===== config.mk =====
export PLATFORM = sky130hd
export DESIGN_NAME = daq_board_isa_register_decode
export DESIGN_NICKNAME = d
export VERILOG_FILES = /design/src/inc/daq_pkg.sv /design/src/hw/daq_board_isa_register_decode.sv
export SDC_FILE = /design/constraint.sdc
export NUM_CORES = 1
export LEC_CHECK = 0
export BUFFER_PORTS_ARGS = -buffer_cell sky130_fd_sc_hd__buf_2
export CAP_MARGIN = 30
export CORE_AREA = 2 2 237 239
export DETAILED_ROUTE_END_ITERATION = 12
export DIE_AREA = 0 0 239 241
export GPL_ROUTABILITY_DRIVEN = 1
export GPL_TIMING_DRIVEN = 0
export SLEW_MARGIN = 30
export SYNTH_ARGS = -nofsm -noshare
export SYNTH_HDL_FRONTEND = slang
export SYNTH_HIERARCHICAL = 1
export SYNTH_SLANG_ARGS = --single-unit

===== constraint.sdc =====
create_clock -name clk -period 7.2 [get_ports clk]
set_input_delay 1.44 -clock clk [delete_from_list [all_inputs] [get_ports clk]]
set_output_delay 1.44 -clock clk [all_outputs]
set_load 0.02 [all_outputs]

===== src/inc/daq_pkg.sv =====
// shared constants and carrier types for the acquisition card decode
package daq_pkg;
    localparam int ADDR_W = 10;
    localparam int OFF_W = 4;
    // base compare covers address bits 9 down to 4
    localparam int BASE_HI = 9;
    localparam int BASE_LO = 4;
    localparam logic [5:0] FACTORY_SWITCH = 6'h1d;
    localparam logic [9:0] FACTORY_BASE = 10'h220;
    localparam logic [3:0] OFF_TIMER0 = 4'h0;
    localparam logic [3:0] OFF_TIMER_CTRL = 4'h3;
    localparam logic [3:0] OFF_ADC_LOW = 4'h4;
    localparam logic [3:0] OFF_ADC_HIGH = 4'h5;
    localparam logic [3:0] OFF_DIN_LOW = 4'h6;
    localparam logic [3:0] OFF_DIN_HIGH = 4'h7;
    localparam logic [3:0] OFF_DAC0_LOW = 4'h4;
    localparam logic [3:0] OFF_DAC0_HIGH = 4'h5;
    localparam logic [3:0] OFF_DAC1_LOW = 4'h6;
    localparam logic [3:0] OFF_DAC1_HIGH = 4'h7;
    localparam logic [3:0] OFF_IRQ_CLEAR = 4'h8;
    localparam logic [3:0] OFF_GAIN = 4'h9;
    localparam logic [3:0] OFF_CHANNEL = 4'ha;
    localparam logic [3:0] OFF_MODE = 4'hb;
    localparam logic [3:0] OFF_SOFT_START = 4'hc;
    localparam logic [3:0] OFF_DOUT_LOW = 4'hd;
    localparam logic [3:0] OFF_DOUT_HIGH = 4'he;
    localparam logic [2:0] MODE_OFF = 3'h0;
    localparam logic [2:0] MODE_SOFT_POLL = 3'h1;
    localparam logic [2:0] MODE_PACER_DMA = 3'h2;
    localparam logic [2:0] MODE_PACER_IRQ = 3'h6;
    localparam int PENDING_BIT = 4;
    localparam int CONV_TIME_NS = 8000;
    localparam int CLK_PERIOD_NS = 25;
    localparam int CONV_CYCLES = (CONV_TIME_NS + CLK_PERIOD_NS - 1)
        / CLK_PERIOD_NS;
    localparam int FIFO_DEPTH = 16;
    localparam int SAMPLE_W = 12;

    typedef enum logic [1:0] {
        CONV_IDLE = 2'h0,
        CONV_BUSY = 2'h1,
        CONV_STORE = 2'h3
    } conv_state_type;

    // access towards the three-counter timer part
    typedef struct packed {
        logic [1:0] select;
        logic read;
        logic write;
        logic [7:0] data;
    } timer_access_type;

    // clocks and gate towards the timer part
    typedef struct packed {
        logic clock0;
        logic clock2;
        logic gate12;
    } timer_wiring_type;
endpackage


===== src/hw/daq_board_isa_register_decode.sv =====
// io port decode, converter sequencing and data path of the acquisition card
// Function
// - answer exactly 16 consecutive io ports from base, ignore all others
// - address bits 9..4 compared with switch; on means zero, off means one
// - factory switch setting decodes the window at 0x220
// - offsets 0-2 pass to counters; offset 3 writes control only
// - offset 4 reads result low byte, offset 5 upper four bits
// - high byte: result bits 11..8, pending in bit 4, bits 7..5 zero
// - pending reads one until result ready, cleared when conversion completes
// - pending lasts about the 8 us conversion time after each trigger
// - sixteen digital inputs read at offsets 6 and 7
// - sixteen digital outputs written at offsets d and e
// - offsets 4,5 load first converter output; 6,7 the second
// - writes 8..c: irq clear, gain, channel, mode, soft trigger
// - counters 1 and 2 cascade into the conversion pacer
// - counter 0 clock selectable between 2 MHz and external input
// - trigger from external input, or internally by software or pacer
// - event trigger lets counter 0 output gate the pacer counters
// - sixteen single-ended or eight differential inputs by board setting
// - dma requests on channel 1 or 3 when enabled; terminal count sets status, driven on irq only in mode 0x06
// - interrupt on one jumper-chosen level, only when enabled by mode
// - output converters double buffered; high byte write updates, low first
// - status set per conversion in irq mode; write at 8 clears it
// - channel bits 3..0 single-ended; differential uses 2..0 only
// - mode 0x01 soft poll, 0x06 pacer irq, 0x02 pacer dma
`timescale 1ns/100ps

module sample_fifo #(
    parameter int WIDTH = 12,
    parameter int DEPTH = 16
) (
    input wire logic clk,
    input wire logic sys_rst,
    input wire logic inValid,
    output logic inReady,
    input wire logic [WIDTH-1:0] inData,
    output logic outValid,
    input wire logic outReady,
    output logic [WIDTH-1:0] outData
);
    localparam int PTR_W = $clog2(DEPTH);
    logic [WIDTH-1:0] store [DEPTH];
    logic [PTR_W-1:0] wrPtr_reg;
    logic [PTR_W-1:0] rdPtr_reg;
    logic [PTR_W:0] count_reg;
    wire push = inValid && inReady;
    wire pop = outValid && outReady;

    assign inReady = (count_reg != (PTR_W+1)'(DEPTH));
    assign outValid = (count_reg != '0);
    assign outData = store[rdPtr_reg];

    always_ff @(posedge clk) begin
        if (push) begin
            store[wrPtr_reg] <= inData;
        end
    end

    always_ff @(posedge clk or posedge sys_rst) begin
        if (sys_rst) begin
            wrPtr_reg <= '0;
            rdPtr_reg <= '0;
            count_reg <= '0;
        end else begin
            if (push) begin
                wrPtr_reg <= wrPtr_reg + 1'b1;
            end
            if (pop) begin
                rdPtr_reg <= rdPtr_reg + 1'b1;
            end
            count_reg <= count_reg + (PTR_W+1)'(push) - (PTR_W+1)'(pop);
        end
    end
endmodule

module daq_board_isa_register_decode #(
    parameter int FIFO_WORDS = daq_pkg::FIFO_DEPTH,
    parameter int CONV_WAIT = daq_pkg::CONV_CYCLES
) (
    input wire logic clk,
    input wire logic sys_rst,
    input wire logic [daq_pkg::ADDR_W-1:0] ioAddr,
    input wire logic addrEnable,
    input wire logic ioRead_n,
    input wire logic ioWrite_n,
    input wire logic [7:0] dataIn,
    output logic [7:0] dataOut,
    output logic dataOe_n,
    input wire logic [5:0] base_address_switch,
    input wire logic input_wiring_select,
    input wire logic trigger_source_select,
    input wire logic [3:0] irq_level_select,
    input wire logic count_clock_source_select,
    input wire logic dma_ack_channel_select,
    input wire logic dma_request_channel_select,
    input wire logic pacer_gate_event_select,
    input wire logic internal_clock_2m,
    input wire logic external_count_clock_in,
    input wire logic external_conversion_trigger_in,
    output daq_pkg::timer_access_type timerAccess,
    input wire logic [7:0] timerReadData,
    output daq_pkg::timer_wiring_type timerWiring,
    input wire logic timer0Out,
    input wire logic timer1Out,
    input wire logic timer2Out,
    output logic convStart,
    input wire logic [daq_pkg::SAMPLE_W-1:0] adcResultIn,
    output logic [3:0] analogChannel,
    output logic [3:0] gainCode,
    output logic [11:0] dacFirst,
    output logic [11:0] dacSecond,
    input wire logic [15:0] digitalIn,
    output logic [15:0] digitalOut,
    output logic [15:0] irqLines,
    output logic dmaRequest1,
    output logic dmaRequest3,
    input wire logic dmaAck1_n,
    input wire logic dmaAck3_n,
    input wire logic dmaTerminalCount
);
    import daq_pkg::*;

    localparam int WAIT_W = $clog2(CONV_WAIT + 1);

    wire baseMatch = (ioAddr[BASE_HI:BASE_LO] == ~base_address_switch);
    wire selected = baseMatch && !addrEnable;
    wire [OFF_W-1:0] offset = ioAddr[OFF_W-1:0];

    // host strobes, acted on at their trailing edge
    logic readPrev_n_reg;
    logic writePrev_n_reg;
    logic [OFF_W-1:0] lastOffset_reg;
    logic lastSelected_reg;
    logic [7:0] lastData_reg;
    wire writeDone = !writePrev_n_reg && ioWrite_n && lastSelected_reg;
    wire readDone = !readPrev_n_reg && ioRead_n && lastSelected_reg;
    wire writeAt [16];
    genvar gi;
    generate
        for (gi = 0; gi < 16; gi++) begin : g_strobe
            assign writeAt[gi] = writeDone && (lastOffset_reg == 4'(gi));
        end
    endgenerate

    // configuration written by the host
    logic [2:0] mode_reg;
    logic [3:0] gain_reg;
    logic [3:0] channel_reg;
    logic [7:0] dac0Low_reg;
    logic [7:0] dac1Low_reg;
    logic [11:0] dac0_reg;
    logic [11:0] dac1_reg;
    logic [15:0] dout_reg;

    // conversion engine
    conv_state_type state_reg;
    conv_state_type state_next;
    logic [WAIT_W-1:0] wait_reg;
    logic pending_reg;
    logic irqStatus_reg;
    logic [1:0] pacerSync_reg;
    logic [1:0] extSync_reg;
    logic [SAMPLE_W-1:0] lastResult_reg;
    logic dmaHigh_reg;
    logic [7:0] dataOut_reg;

    wire fifoInReady;
    wire fifoOutValid;
    wire [SAMPLE_W-1:0] fifoOutData;

    wire softMode = (mode_reg == MODE_SOFT_POLL);
    wire dmaMode = (mode_reg == MODE_PACER_DMA);
    wire irqMode = (mode_reg == MODE_PACER_IRQ);
    wire pacedMode = dmaMode || irqMode;
    wire pacerEdge = pacerSync_reg[0] && !pacerSync_reg[1];
    wire extEdge = extSync_reg[0] && !extSync_reg[1];
    wire internalTrig = (softMode && writeAt[OFF_SOFT_START])
        || (pacedMode && pacerEdge);
    wire externalTrig = pacedMode && extEdge;
    wire trigger = trigger_source_select ? externalTrig : internalTrig;
    // full fifo holds back the trigger, so no sample is overwritten
    wire trigTaken = trigger && (state_reg == CONV_IDLE) && fifoInReady;
    wire convDone = (state_reg == CONV_STORE);

    // dma read of a sample takes two byte cycles, low then high
    // acknowledge on the selected channel
    wire dmaAck = dma_ack_channel_select ? !dmaAck3_n : !dmaAck1_n;
    wire dmaRead = dmaAck && !ioRead_n;
    wire dmaReadDone = dmaAck && !readPrev_n_reg && ioRead_n;
    wire hostPop = readDone && (lastOffset_reg == OFF_ADC_HIGH);
    wire fifoPop = hostPop || (dmaReadDone && dmaHigh_reg);
    wire [SAMPLE_W-1:0] shownResult = fifoOutValid ? fifoOutData
        : lastResult_reg;

    sample_fifo #(
        .WIDTH(SAMPLE_W),
        .DEPTH(FIFO_WORDS)
    ) u_fifo (
        .clk(clk),
        .sys_rst(sys_rst),
        .inValid(convDone),
        .inReady(fifoInReady),
        .inData(adcResultIn),
        .outValid(fifoOutValid),
        .outReady(fifoPop),
        .outData(fifoOutData)
    );

    // read data selection
    // high byte layout
    wire [7:0] adcHigh = {3'h0, pending_reg, shownResult[11:8]};
    logic [7:0] readValue;
    logic readable;
    always_comb begin
        readValue = 8'h00;
        readable = 1'b0;
        if (offset < OFF_TIMER_CTRL) begin
            readValue = timerReadData;
            readable = 1'b1;
        end else begin
            case (offset)
                OFF_ADC_LOW: begin
                    readValue = shownResult[7:0];
                    readable = 1'b1;
                end
                OFF_ADC_HIGH: begin
                    readValue = adcHigh;
                    readable = 1'b1;
                end
                OFF_DIN_LOW: begin
                    readValue = digitalIn[7:0];
                    readable = 1'b1;
                end
                OFF_DIN_HIGH: begin
                    readValue = digitalIn[15:8];
                    readable = 1'b1;
                end
                default: begin
                    readValue = 8'h00;
                    readable = 1'b0;
                end
            endcase
        end
    end

    wire [7:0] dmaValue = dmaHigh_reg ? {4'h0, shownResult[11:8]}
        : shownResult[7:0];
    // reserved reads leave the bus alone
    assign dataOe_n = !((selected && !ioRead_n && readable) || dmaRead);
    assign dataOut = dataOut_reg;

    assign timerAccess.select = offset[1:0];
    assign timerAccess.read = selected && !ioRead_n
        && (offset < OFF_TIMER_CTRL);
    assign timerAccess.write = selected && !ioWrite_n
        && (offset <= OFF_TIMER_CTRL);
    assign timerAccess.data = dataIn;
    assign timerWiring.clock0 = count_clock_source_select
        ? external_count_clock_in : internal_clock_2m;
    assign timerWiring.clock2 = timer1Out;
    // event gate for the pacer pair
    assign timerWiring.gate12 = pacer_gate_event_select ? timer0Out : 1'b1;

    // differential ignores the top channel bit
    assign analogChannel = input_wiring_select
        ? {1'b0, channel_reg[2:0]} : channel_reg;
    assign gainCode = gain_reg;
    assign dacFirst = dac0_reg;
    assign dacSecond = dac1_reg;
    assign digitalOut = dout_reg;
    assign convStart = trigTaken;
    // one level, only in interrupt transfer
    assign irqLines = (irqStatus_reg && irqMode)
        ? (16'h0001 << irq_level_select) : 16'h0000;
    // request only in dma mode on the chosen channel
    wire dmaWant = dmaMode && fifoOutValid;
    assign dmaRequest1 = dmaWant && !dma_request_channel_select;
    assign dmaRequest3 = dmaWant && dma_request_channel_select;

    // busy for the converter time, then store
    always_comb begin
        state_next = state_reg;
        case (state_reg)
            CONV_IDLE: begin
                if (trigTaken) begin
                    state_next = CONV_BUSY;
                end
            end
            CONV_BUSY: begin
                if (wait_reg == WAIT_W'(CONV_WAIT - 1)) begin
                    state_next = CONV_STORE;
                end
            end
            CONV_STORE: begin
                state_next = CONV_IDLE;
            end
            default: begin
                state_next = CONV_IDLE;
            end
        endcase
    end

    always_ff @(posedge clk or posedge sys_rst) begin
        if (sys_rst) begin
            readPrev_n_reg <= 1'b1;
            writePrev_n_reg <= 1'b1;
            lastOffset_reg <= '0;
            lastSelected_reg <= 1'b0;
            lastData_reg <= 8'h00;
            dataOut_reg <= 8'h00;
        end else begin
            readPrev_n_reg <= ioRead_n;
            writePrev_n_reg <= ioWrite_n;
            lastOffset_reg <= offset;
            lastSelected_reg <= selected;
            lastData_reg <= dataIn;
            dataOut_reg <= dmaRead ? dmaValue : readValue;
        end
    end

    // control writes at 9, a, b
    always_ff @(posedge clk or posedge sys_rst) begin
        if (sys_rst) begin
            mode_reg <= MODE_OFF;
            gain_reg <= 4'h0;
            channel_reg <= 4'h0;
        end else begin
            if (writeAt[OFF_GAIN]) begin
                gain_reg <= lastData_reg[3:0];
            end
            if (writeAt[OFF_CHANNEL]) begin
                channel_reg <= lastData_reg[3:0];
            end
            if (writeAt[OFF_MODE]) begin
                mode_reg <= lastData_reg[2:0];
            end
        end
    end

    // high byte write updates the whole output
    always_ff @(posedge clk or posedge sys_rst) begin
        if (sys_rst) begin
            dac0Low_reg <= 8'h00;
            dac1Low_reg <= 8'h00;
            dac0_reg <= 12'h000;
            dac1_reg <= 12'h000;
        end else begin
            if (writeAt[OFF_DAC0_LOW]) begin
                dac0Low_reg <= lastData_reg;
            end
            if (writeAt[OFF_DAC1_LOW]) begin
                dac1Low_reg <= lastData_reg;
            end
            if (writeAt[OFF_DAC0_HIGH]) begin
                dac0_reg <= {lastData_reg[3:0], dac0Low_reg};
            end
            if (writeAt[OFF_DAC1_HIGH]) begin
                dac1_reg <= {lastData_reg[3:0], dac1Low_reg};
            end
        end
    end

    always_ff @(posedge clk or posedge sys_rst) begin
        if (sys_rst) begin
            dout_reg <= 16'h0000;
        end else begin
            if (writeAt[OFF_DOUT_LOW]) begin
                dout_reg[7:0] <= lastData_reg;
            end
            if (writeAt[OFF_DOUT_HIGH]) begin
                dout_reg[15:8] <= lastData_reg;
            end
        end
    end

    always_ff @(posedge clk or posedge sys_rst) begin
        if (sys_rst) begin
            state_reg <= CONV_IDLE;
            wait_reg <= '0;
            pacerSync_reg <= 2'h0;
            extSync_reg <= 2'h0;
        end else begin
            state_reg <= state_next;
            wait_reg <= (state_reg == CONV_BUSY)
                ? wait_reg + 1'b1 : '0;
            pacerSync_reg <= {pacerSync_reg[0], timer2Out};
            extSync_reg <= {extSync_reg[0], external_conversion_trigger_in};
        end
    end

    // pending until the sample is stored
    always_ff @(posedge clk or posedge sys_rst) begin
        if (sys_rst) begin
            pending_reg <= 1'b0;
            lastResult_reg <= '0;
        end else begin
            if (trigTaken) begin
                pending_reg <= 1'b1;
            end else if (convDone) begin
                pending_reg <= 1'b0;
            end
            if (fifoPop && fifoOutValid) begin
                lastResult_reg <= fifoOutData;
            end
        end
    end

    // set wins over a clear in the same cycle
    // per-conversion status, cleared by write at 8
    always_ff @(posedge clk or posedge sys_rst) begin
        if (sys_rst) begin
            irqStatus_reg <= 1'b0;
            dmaHigh_reg <= 1'b0;
        end else begin
            if ((convDone && irqMode) || (dmaMode && dmaTerminalCount)) begin
                irqStatus_reg <= 1'b1;
            end else if (writeAt[OFF_IRQ_CLEAR]) begin
                irqStatus_reg <= 1'b0;
            end
            if (dmaReadDone) begin
                dmaHigh_reg <= !dmaHigh_reg;
            end
        end
    end
endmodule


==> results.txt, run 1 <==
post-route setup slack = 2.88 ns
max capacitance violation total = 0
Mapped Cells = 849
CTS tree = built
Net Count, Synth = 946
dpl ws = 2.92 ns
clk_skew = 0.0188 ns
Remaining DRCs = 0
GR Util All Layers = 0.117
Starting Density = 0.248
most common cell after layout, fill and taps aside = buf_2
Rel. slew slack = 0.443
top cell type's share of synthesized area = 0.423
Max Fclk = 232 MHz
Fin Hold WS = 0.388 ns
CP peak stage delay = 0.46 ns
Synth Flop Type = edfxtp_1
ys async rst share = 0.409
drt total wl = 34300 um
initial drt markers = 619
CTS resizes = 0
placed insts = 1735
R2R cell count = 9
final hold violations = 0
first-pass GRT wire length = 50800 um
Post-DRT Antenna Nets = 0
vias per cell = 4.51
vias in the first global route = 8154
# diodes = 0
die area = 57600 sq um
PortBufs = 173
Area contributors post-synth = edfxtp_1 (42%), dfrtp_1 (24%), mux2_2 (5.7%), mux4_2 (5.0%), mux2i_1 (4.0%)
YS warnings = 6
Worst-path clk slew = 0.05 ns
syn avg cell area = 16.0 sq um
status = finished, final reports clean
clk sink count = 325
Final min period = 4.32 ns
Min-Delay Path Depth = 0
Min-Delay Path Class = register to register
worst path required time = 5.76 ns
CP max-delay cell = a211oi_2
Root Driver = clkbuf_16
pwr dens = 312 nW/um^2
Worst VDD drop = 0.127 mV
Slew @ Worst Pin = 0.835 ns
Hold Buf Count CTS = 0
layout cells sized above 1 = 0.362
drt first pass iters = 5
row cnt = 86
WS Path Type = input port to output port
largest register by flop count = u_fifo/store
Layout area overhead = 22.6%
clk_lat worst skew = 0.54 ns
initial antenna violation count = 6
clk buf depth = 3
Critical Path AT = 2.88 ns
Via Count = 8137
register area share after synthesis = 0.668
final setup fails = 0
Avg WL per Cell = 19.0 um
I/O Pins = 175
total gr overflow = 0
post-synthesis register bit count = 325
RePlAce Congestion = 0.835
crit end category = output port
Distinct cells, synth = 63
Die X = 239 um
critical path launch point type = input port
Layout Cells excl Fill = 1803
die height = 241 um
critical-path cell list = buf_2 -> buf_2 -> a211oi_2 -> nor3_1 -> a211o_1 -> buf_2
DPL Wire Length = 24100 um
most used cell, CP = buf_2
setup TNS = 0 ns
setup repair bufs after CTS = 0
most frequent cells in the layout = buf_2 (194), edfxtp_1 (192), dfrtp_1 (131)
Slew Limit Fails = 0
core box area = 54900 sq um
Largest register FFs = 192
Post-layout nets = 1168
Num CTS Buffers = 38
Lkg Pwr = 6.76 nW
Max Fanout on Critical Path = 7
largest net degree at the start of global routing = 93
unrepaired setup endpoints after global routing = false
H-tree depth = 2
final worst-path cycle share = 0.600
Post-synth EDFFs = 192
Synth Cell Area = 13600 sq um
utilization after layout = 0.304
largest area contributor in the netlist = edfxtp_1
-- critical path: cells and delay by family --
family / cells / cell delay (ns)
AND/OR/NAND/NOR: 1 / 0.09
buffers and inverters: 3 / 0.52
AO/OA/AOI/OAI: 2 / 0.82
-- report_power, final --
group	switching [W]	internal (W)	leakage, nW	total (W)
clock network	0.000728	0.00114	0.592	0.00187
registers	0.0000597	0.00207	3.46	0.00213
logic	0.000684	0.000532	2.71	0.00122
-- through the flow --
stage	area [sq um]	power, W
6_report	16700	0.00521
5_1_grt	16700	0.00544
4_1_cts	16700	0.00528
3_5_place_dp	15500	0.00338
3_3_place_gp	15400	0.00336
2_1_floorplan	13600	0.00298
-- cells in the mapped netlist (9+ instances only) --
master,n
xnor2_1,15
mux4_2,30
nand2_1,28
clkbuf_1,12
a22oi_1,16
mux2_1,16
mux2_2,69
a21oi_1,9
buf_4,22
dfrtp_1,131
nand2b_1,13
ha_1,12
o21ai_0,15
edfxtp_1,192
inv_1,23
nor2_1,32
nor3_1,15
mux2i_1,54
a221oi_1,24
buf_2,13
nor2b_1,11
and2_1,11
-- layout make-up --
cell class | instances | area (sq um)
clock buffer | 63 | 1170
sequential | 325 | 9100
buffer | 50 | 302
tap | 704 | 881
clock inverter | 5 | 55.1
multi-input combinational | 450 | 4160
inverter | 24 | 97.6
timing repair buffer | 182 | 933
fill | 5455 | 38200
-- per-layer routing --
metal / vias up / wire, um / GRT usage
met1: 4061 / 14500 / 0.144
met3: 62 / 2680 / 0.0318
met2: 318 / 16100 / 0.197
li1: 3684 / - / -
met4: 12 / 943 / 0.0451
met5: - / 73 / 0
-- kinds of logic after synthesis --
| logic type | synth area share |
|---|---|
| fa+ha+maj | 0.0125 |
| mux | 0.168 |
| simple gates | 0.0608 |
| buf+inv | 0.0288 |
| xor+xnor | 0.0148 |
| flops | 0.668 |
| compound gates | 0.0471 |
-- worst paths after layout --
kind	from	to	slack, ns
max	ioAddr[0]	dataOe_n	2.88
min	pacerSync_reg[0]$_DFF_PP0_	pacerSync_reg[1]$_DFF_PP0_	0.39
max reg2reg	u_fifo/rdPtr_reg[1]$_DFFE_PP0P_	dataOut[1]$_DFF_PP0_	3.98
min reg2reg	pacerSync_reg[0]$_DFF_PP0_	pacerSync_reg[1]$_DFF_PP0_	0.39
max in group asynchronous	sys_rst	dac1Low_reg[2]$_DFFE_PP0P_	5.58
min in group asynchronous	sys_rst	wait_reg[4]$_DFF_PP0_	0.87
No activity file was read; power rests on OpenSTA's default activity.
==> run 2: changes to the inputs <==
--- a/config.mk
+++ b/config.mk
@@ -5,11 +5,12 @@
 export SDC_FILE = /design/constraint.sdc
 export NUM_CORES = 1
 export LEC_CHECK = 0
+export ABC_AREA = 1
 export BUFFER_PORTS_ARGS = -buffer_cell sky130_fd_sc_hd__buf_2
 export CAP_MARGIN = 30
-export CORE_AREA = 2 2 237 239
+export CORE_AREA = 2 2 243 245
 export DETAILED_ROUTE_END_ITERATION = 12
-export DIE_AREA = 0 0 239 241
+export DIE_AREA = 0 0 245 247
 export GPL_ROUTABILITY_DRIVEN = 1
 export GPL_TIMING_DRIVEN = 0
 export SLEW_MARGIN = 30
==> constraint.sdc (replaced) <==
create_clock -name clk -period 4 [get_ports clk]
set_input_delay 0.8 -clock clk [delete_from_list [all_inputs] [get_ports clk]]
set_output_delay 0.8 -clock clk [all_outputs]
set_load 0.02 [all_outputs]
==> run 2 against run 1 <==
  * Sequential power increased by 79%
  * Non-clock buffer count up 7
  * Worst setup slack lost 2.0 ns
  * Synthesized area grew 5.7%
  * Utilization down 0.39 points
  * Combinational power up 120%
  * Wire length up 11%
  * Critical path type is now register to output port
==> results.txt, run 2 <==
final worst-path cycle share = 0.787
Placement Cell Area = 16300 sq um (+5.3%)
Pint = 0.00651 W (+74%)
Max Fanout on Critical Path = 10 (+3)
NetSw = 0.00336 W (+130%)
Synth Cell Area = 14400 sq um (+5.7%)
Root Driver = clkbuf_16
syn avg cell area = 9.29 sq um (-42%)
CTS resizes = 0 (unchanged)
drt first pass iters = 5 (unchanged)
CP max-delay cell = dfrtp_1
most common cell after layout, fill and taps aside = nand2_1
Layout area overhead = 21.5%
Post-synth EDFFs = 192 (unchanged)
worst path required time = 3.20 ns (-2.56 ns)
post-synthesis register bit count = 325 (unchanged)
Largest register FFs = 192 (unchanged)
Fin Hold WS = 0.271 ns (-0.117 ns)
top-count cell post-synth = nand2_1
Final Cell Area = 17500 sq um (+4.8%)
initial drt markers = 793 (+28%)
DPL Wire Length = 27200 um (+13%)
drt total wl = 38000 um (+11%)
WS Path Type = register to output port
RePlAce Congestion = 0.847 (+1.4%)
Avg WL per Cell = 14.8 um (-22%)
Remaining DRCs = 0 (unchanged)
setup repair bufs after CTS = 0 (unchanged)
Post-synth top cells = nand2_1 (557), edfxtp_1 (192), inv_1 (177), nor2_1 (153), nand3_1 (138)
top cell type's share of synthesized area = 0.401 (-0.0229)
Starting Density = 0.247 (-0.000938)
Slew Limit Fails = 0 (unchanged)
placed insts = 2498 (+44%)
Critical Path AT = 2.35 ns (-0.53 ns)
crit end category = output port
Synth Flop Type = edfxtp_1
die area = 60500 sq um (+5.1%)
total gr overflow = 0 (unchanged)
Slew @ Worst Pin = 0.763 ns (-0.0721 ns)
CP peak stage delay = 0.36 ns (-0.10 ns)
Rel. slew slack = 0.491 (+0.0481)
layout cells sized above 1 = 0.178 (-0.184)
first-pass GRT wire length = 58200 um (+15%)
pwr dens = 564 nW/um^2 (+81%)
Min-Delay Path Class = input port to asynchronous set/reset pin
row cnt = 89 (+3.5%)
Worst-path clk slew = 0.06 ns (about the same)
cell family with most CP delay = buffers and inverters
vias per cell = 4.26 (-5.5%)
most used cell, CP = buf_2
unrepaired setup endpoints after global routing = false
status = finished, final reports clean
Layout Cells excl Fill = 2563 (+42%)
largest area contributor in the netlist = edfxtp_1
Critical path buffers and inverters = 4 (+1)
vias in the first global route = 10551 (+29%)
I/O Pins = 175 (unchanged)
Mapped Cells = 1550 (+83%)
clock power share = 0.336 (-0.023)
Area contributors post-synth = edfxtp_1 (40%), dfrtp_1 (23%), nand2_1 (15%), nand3_1 (4.8%), inv_1 (4.6%)
Post-DRT Antenna Nets = 0 (unchanged)
largest register by flop count = u_fifo/store
Die X = 245 um (+2.5%)
CTS tree = built
part of the power in registers = 0.387 (-0.021)
Lkg Pwr = 8.14 nW (+20%)
Via Count = 10927 (+34%)
clk buf depth = 3 (unchanged)
initial antenna violation count = 0 (-6)
clk sink count = 325 (unchanged)
GR Util All Layers = 0.124 (+0.00654)
largest net degree at the start of global routing = 75 (-19%)
register area share after synthesis = 0.632 (-0.0362)
Final min period = 3.15 ns
clk_skew = 0.0147 ns (-0.00418 ns)
ys async rst share = 0.409 (unchanged)
core box area = 58200 sq um (+6.1%)
PortBufs = 173 (unchanged)
# diodes = 0 (unchanged)
critical path launch point type = register
max capacitance violation total = 0 (unchanged)
Net Count, Synth = 1647 (+74%)
critical-path cell list = inv_1 -> ha_1 -> nand4_1 -> buf_2 -> buf_2 -> nand3_1 -> nor2_1 -> buf_2
most frequent cells in the layout = nand2_1 (557), buf_2 (201), edfxtp_1 (192)
H-tree depth = 2 (unchanged)
die height = 247 um (+2.5%)
clk_lat worst skew = 0.54 ns (about the same)
Hold Buf Count CTS = 0 (unchanged)
Num CTS Buffers = 36 (-5.3%)
YS warnings = 6 (unchanged)
dpl ws = 0.561 ns (-2.36 ns)
Distinct cells, synth = 30 (-52%)
Post-layout nets = 1860 (+59%)
sw frac = 0.340 (+0.0578)
final hold violations = 0 (unchanged)
logic gate share of total power = 0.278 (+0.045)
Max Fclk = 318 MHz
post-route setup slack = 0.853 ns (-2.03 ns)
final setup fails = 0 (unchanged)
setup TNS = 0 ns (unchanged)
Worst VDD drop = 0.240 mV (+88%)
[run 2: cell count changes in the layout (fill, tap and decap cells not counted), moves of 13 or more]
cell / delta
inv_1: +154
nand2b_1: -13
a221oi_1: -24
mux2i_1: -54
o21ai_0: +53
nand2_1: +529
nor2_1: +110
a22oi_1: -16
mux2_1: -16
nand3_1: +131
mux4_2: -30
mux2_2: -68
[run 2: final timing paths]
kind,slack [ns],from,end,cells after the start
worst max-delay path,0.85,u_fifo/count_reg[3]$_DFF_PP0_,dmaRequest1,8
worst max register to register,0.89,lastOffset_reg[3]$_DFF_PP0_,u_fifo/count_reg[4]$_DFF_PP0_,17
worst min-delay path,0.27,sys_rst,wait_reg[4]$_DFF_PP0_,2
worst min register to register,0.38,extSync_reg[0]$_DFF_PP0_,extSync_reg[1]$_DFF_PP0_,0
min in group clk,0.38,timer2Out,pacerSync_reg[0]$_DFF_PP0_,1
max in group asynchronous,3.02,sys_rst,readPrev_n_reg$_DFF_PP1_,3
[run 2: area by class of cell]
| class | instances | area, sq um |
|---|---|---|
| timing repair buffer | 175 | 901 |
| buffer | 64 | 388 |
| multi-input combinational | 978 | 4260 |
| fill | 6083 | 40800 |
| clock inverter | 17 | 205 |
| clock buffer | 48 | 976 |
| tap | 773 | 967 |
| inverter | 183 | 694 |
| sequential | 325 | 9100 |
[run 2: cell families (layout without fill, tap and decap cells)]
logic type | count (synthesis) | count (layout) | share of synthesized area
AOI/OAI and AO/OA | 81 | 81 | 0.0282
and+or+nand+nor | 873 | 873 | 0.247
xor gates and xnor gates | 10 | 10 | 0.00608
buffers and inverters | 247 | 487 | 0.0747
muxes | 1 | 1 | 0.000782
adders and majority gates | 13 | 13 | 0.0118
DFF | 325 | 325 | 0.632
[run 2: metrics by stage]
stage | total power [W] | util
floorplan | 0.00564 | -
global placement | 0.00653 | 0.279
detailed placement | 0.00659 | 0.280
CTS | 0.00994 | 0.300
global route | 0.0104 | 0.300
finish | 0.00986 | 0.300
[run 2: power by group through the flow]
stage,registers [W],clock network [W],logic (W)
5_1_grt,0.00384,0.00353,0.00305
3_5_place_dp,0.00388,0,0.00271
2_1_floorplan,0.00389,0,0.00175
4_1_cts,0.00381,0.00340,0.00272
6_report,0.00382,0.00331,0.00274
3_3_place_gp,0.00387,0,0.00266
[run 2: routing by layer]
| metal | vias up | wire, um | GRT usage |
|---|---|---|---|
| met5 | - | 0 | 0 |
| met4 | 0 | 734 | 0.0378 |
| met3 | 46 | 2730 | 0.0212 |
| met2 | 394 | 18100 | 0.213 |
| met1 | 5143 | 16400 | 0.159 |
| li1 | 5344 | - | - |
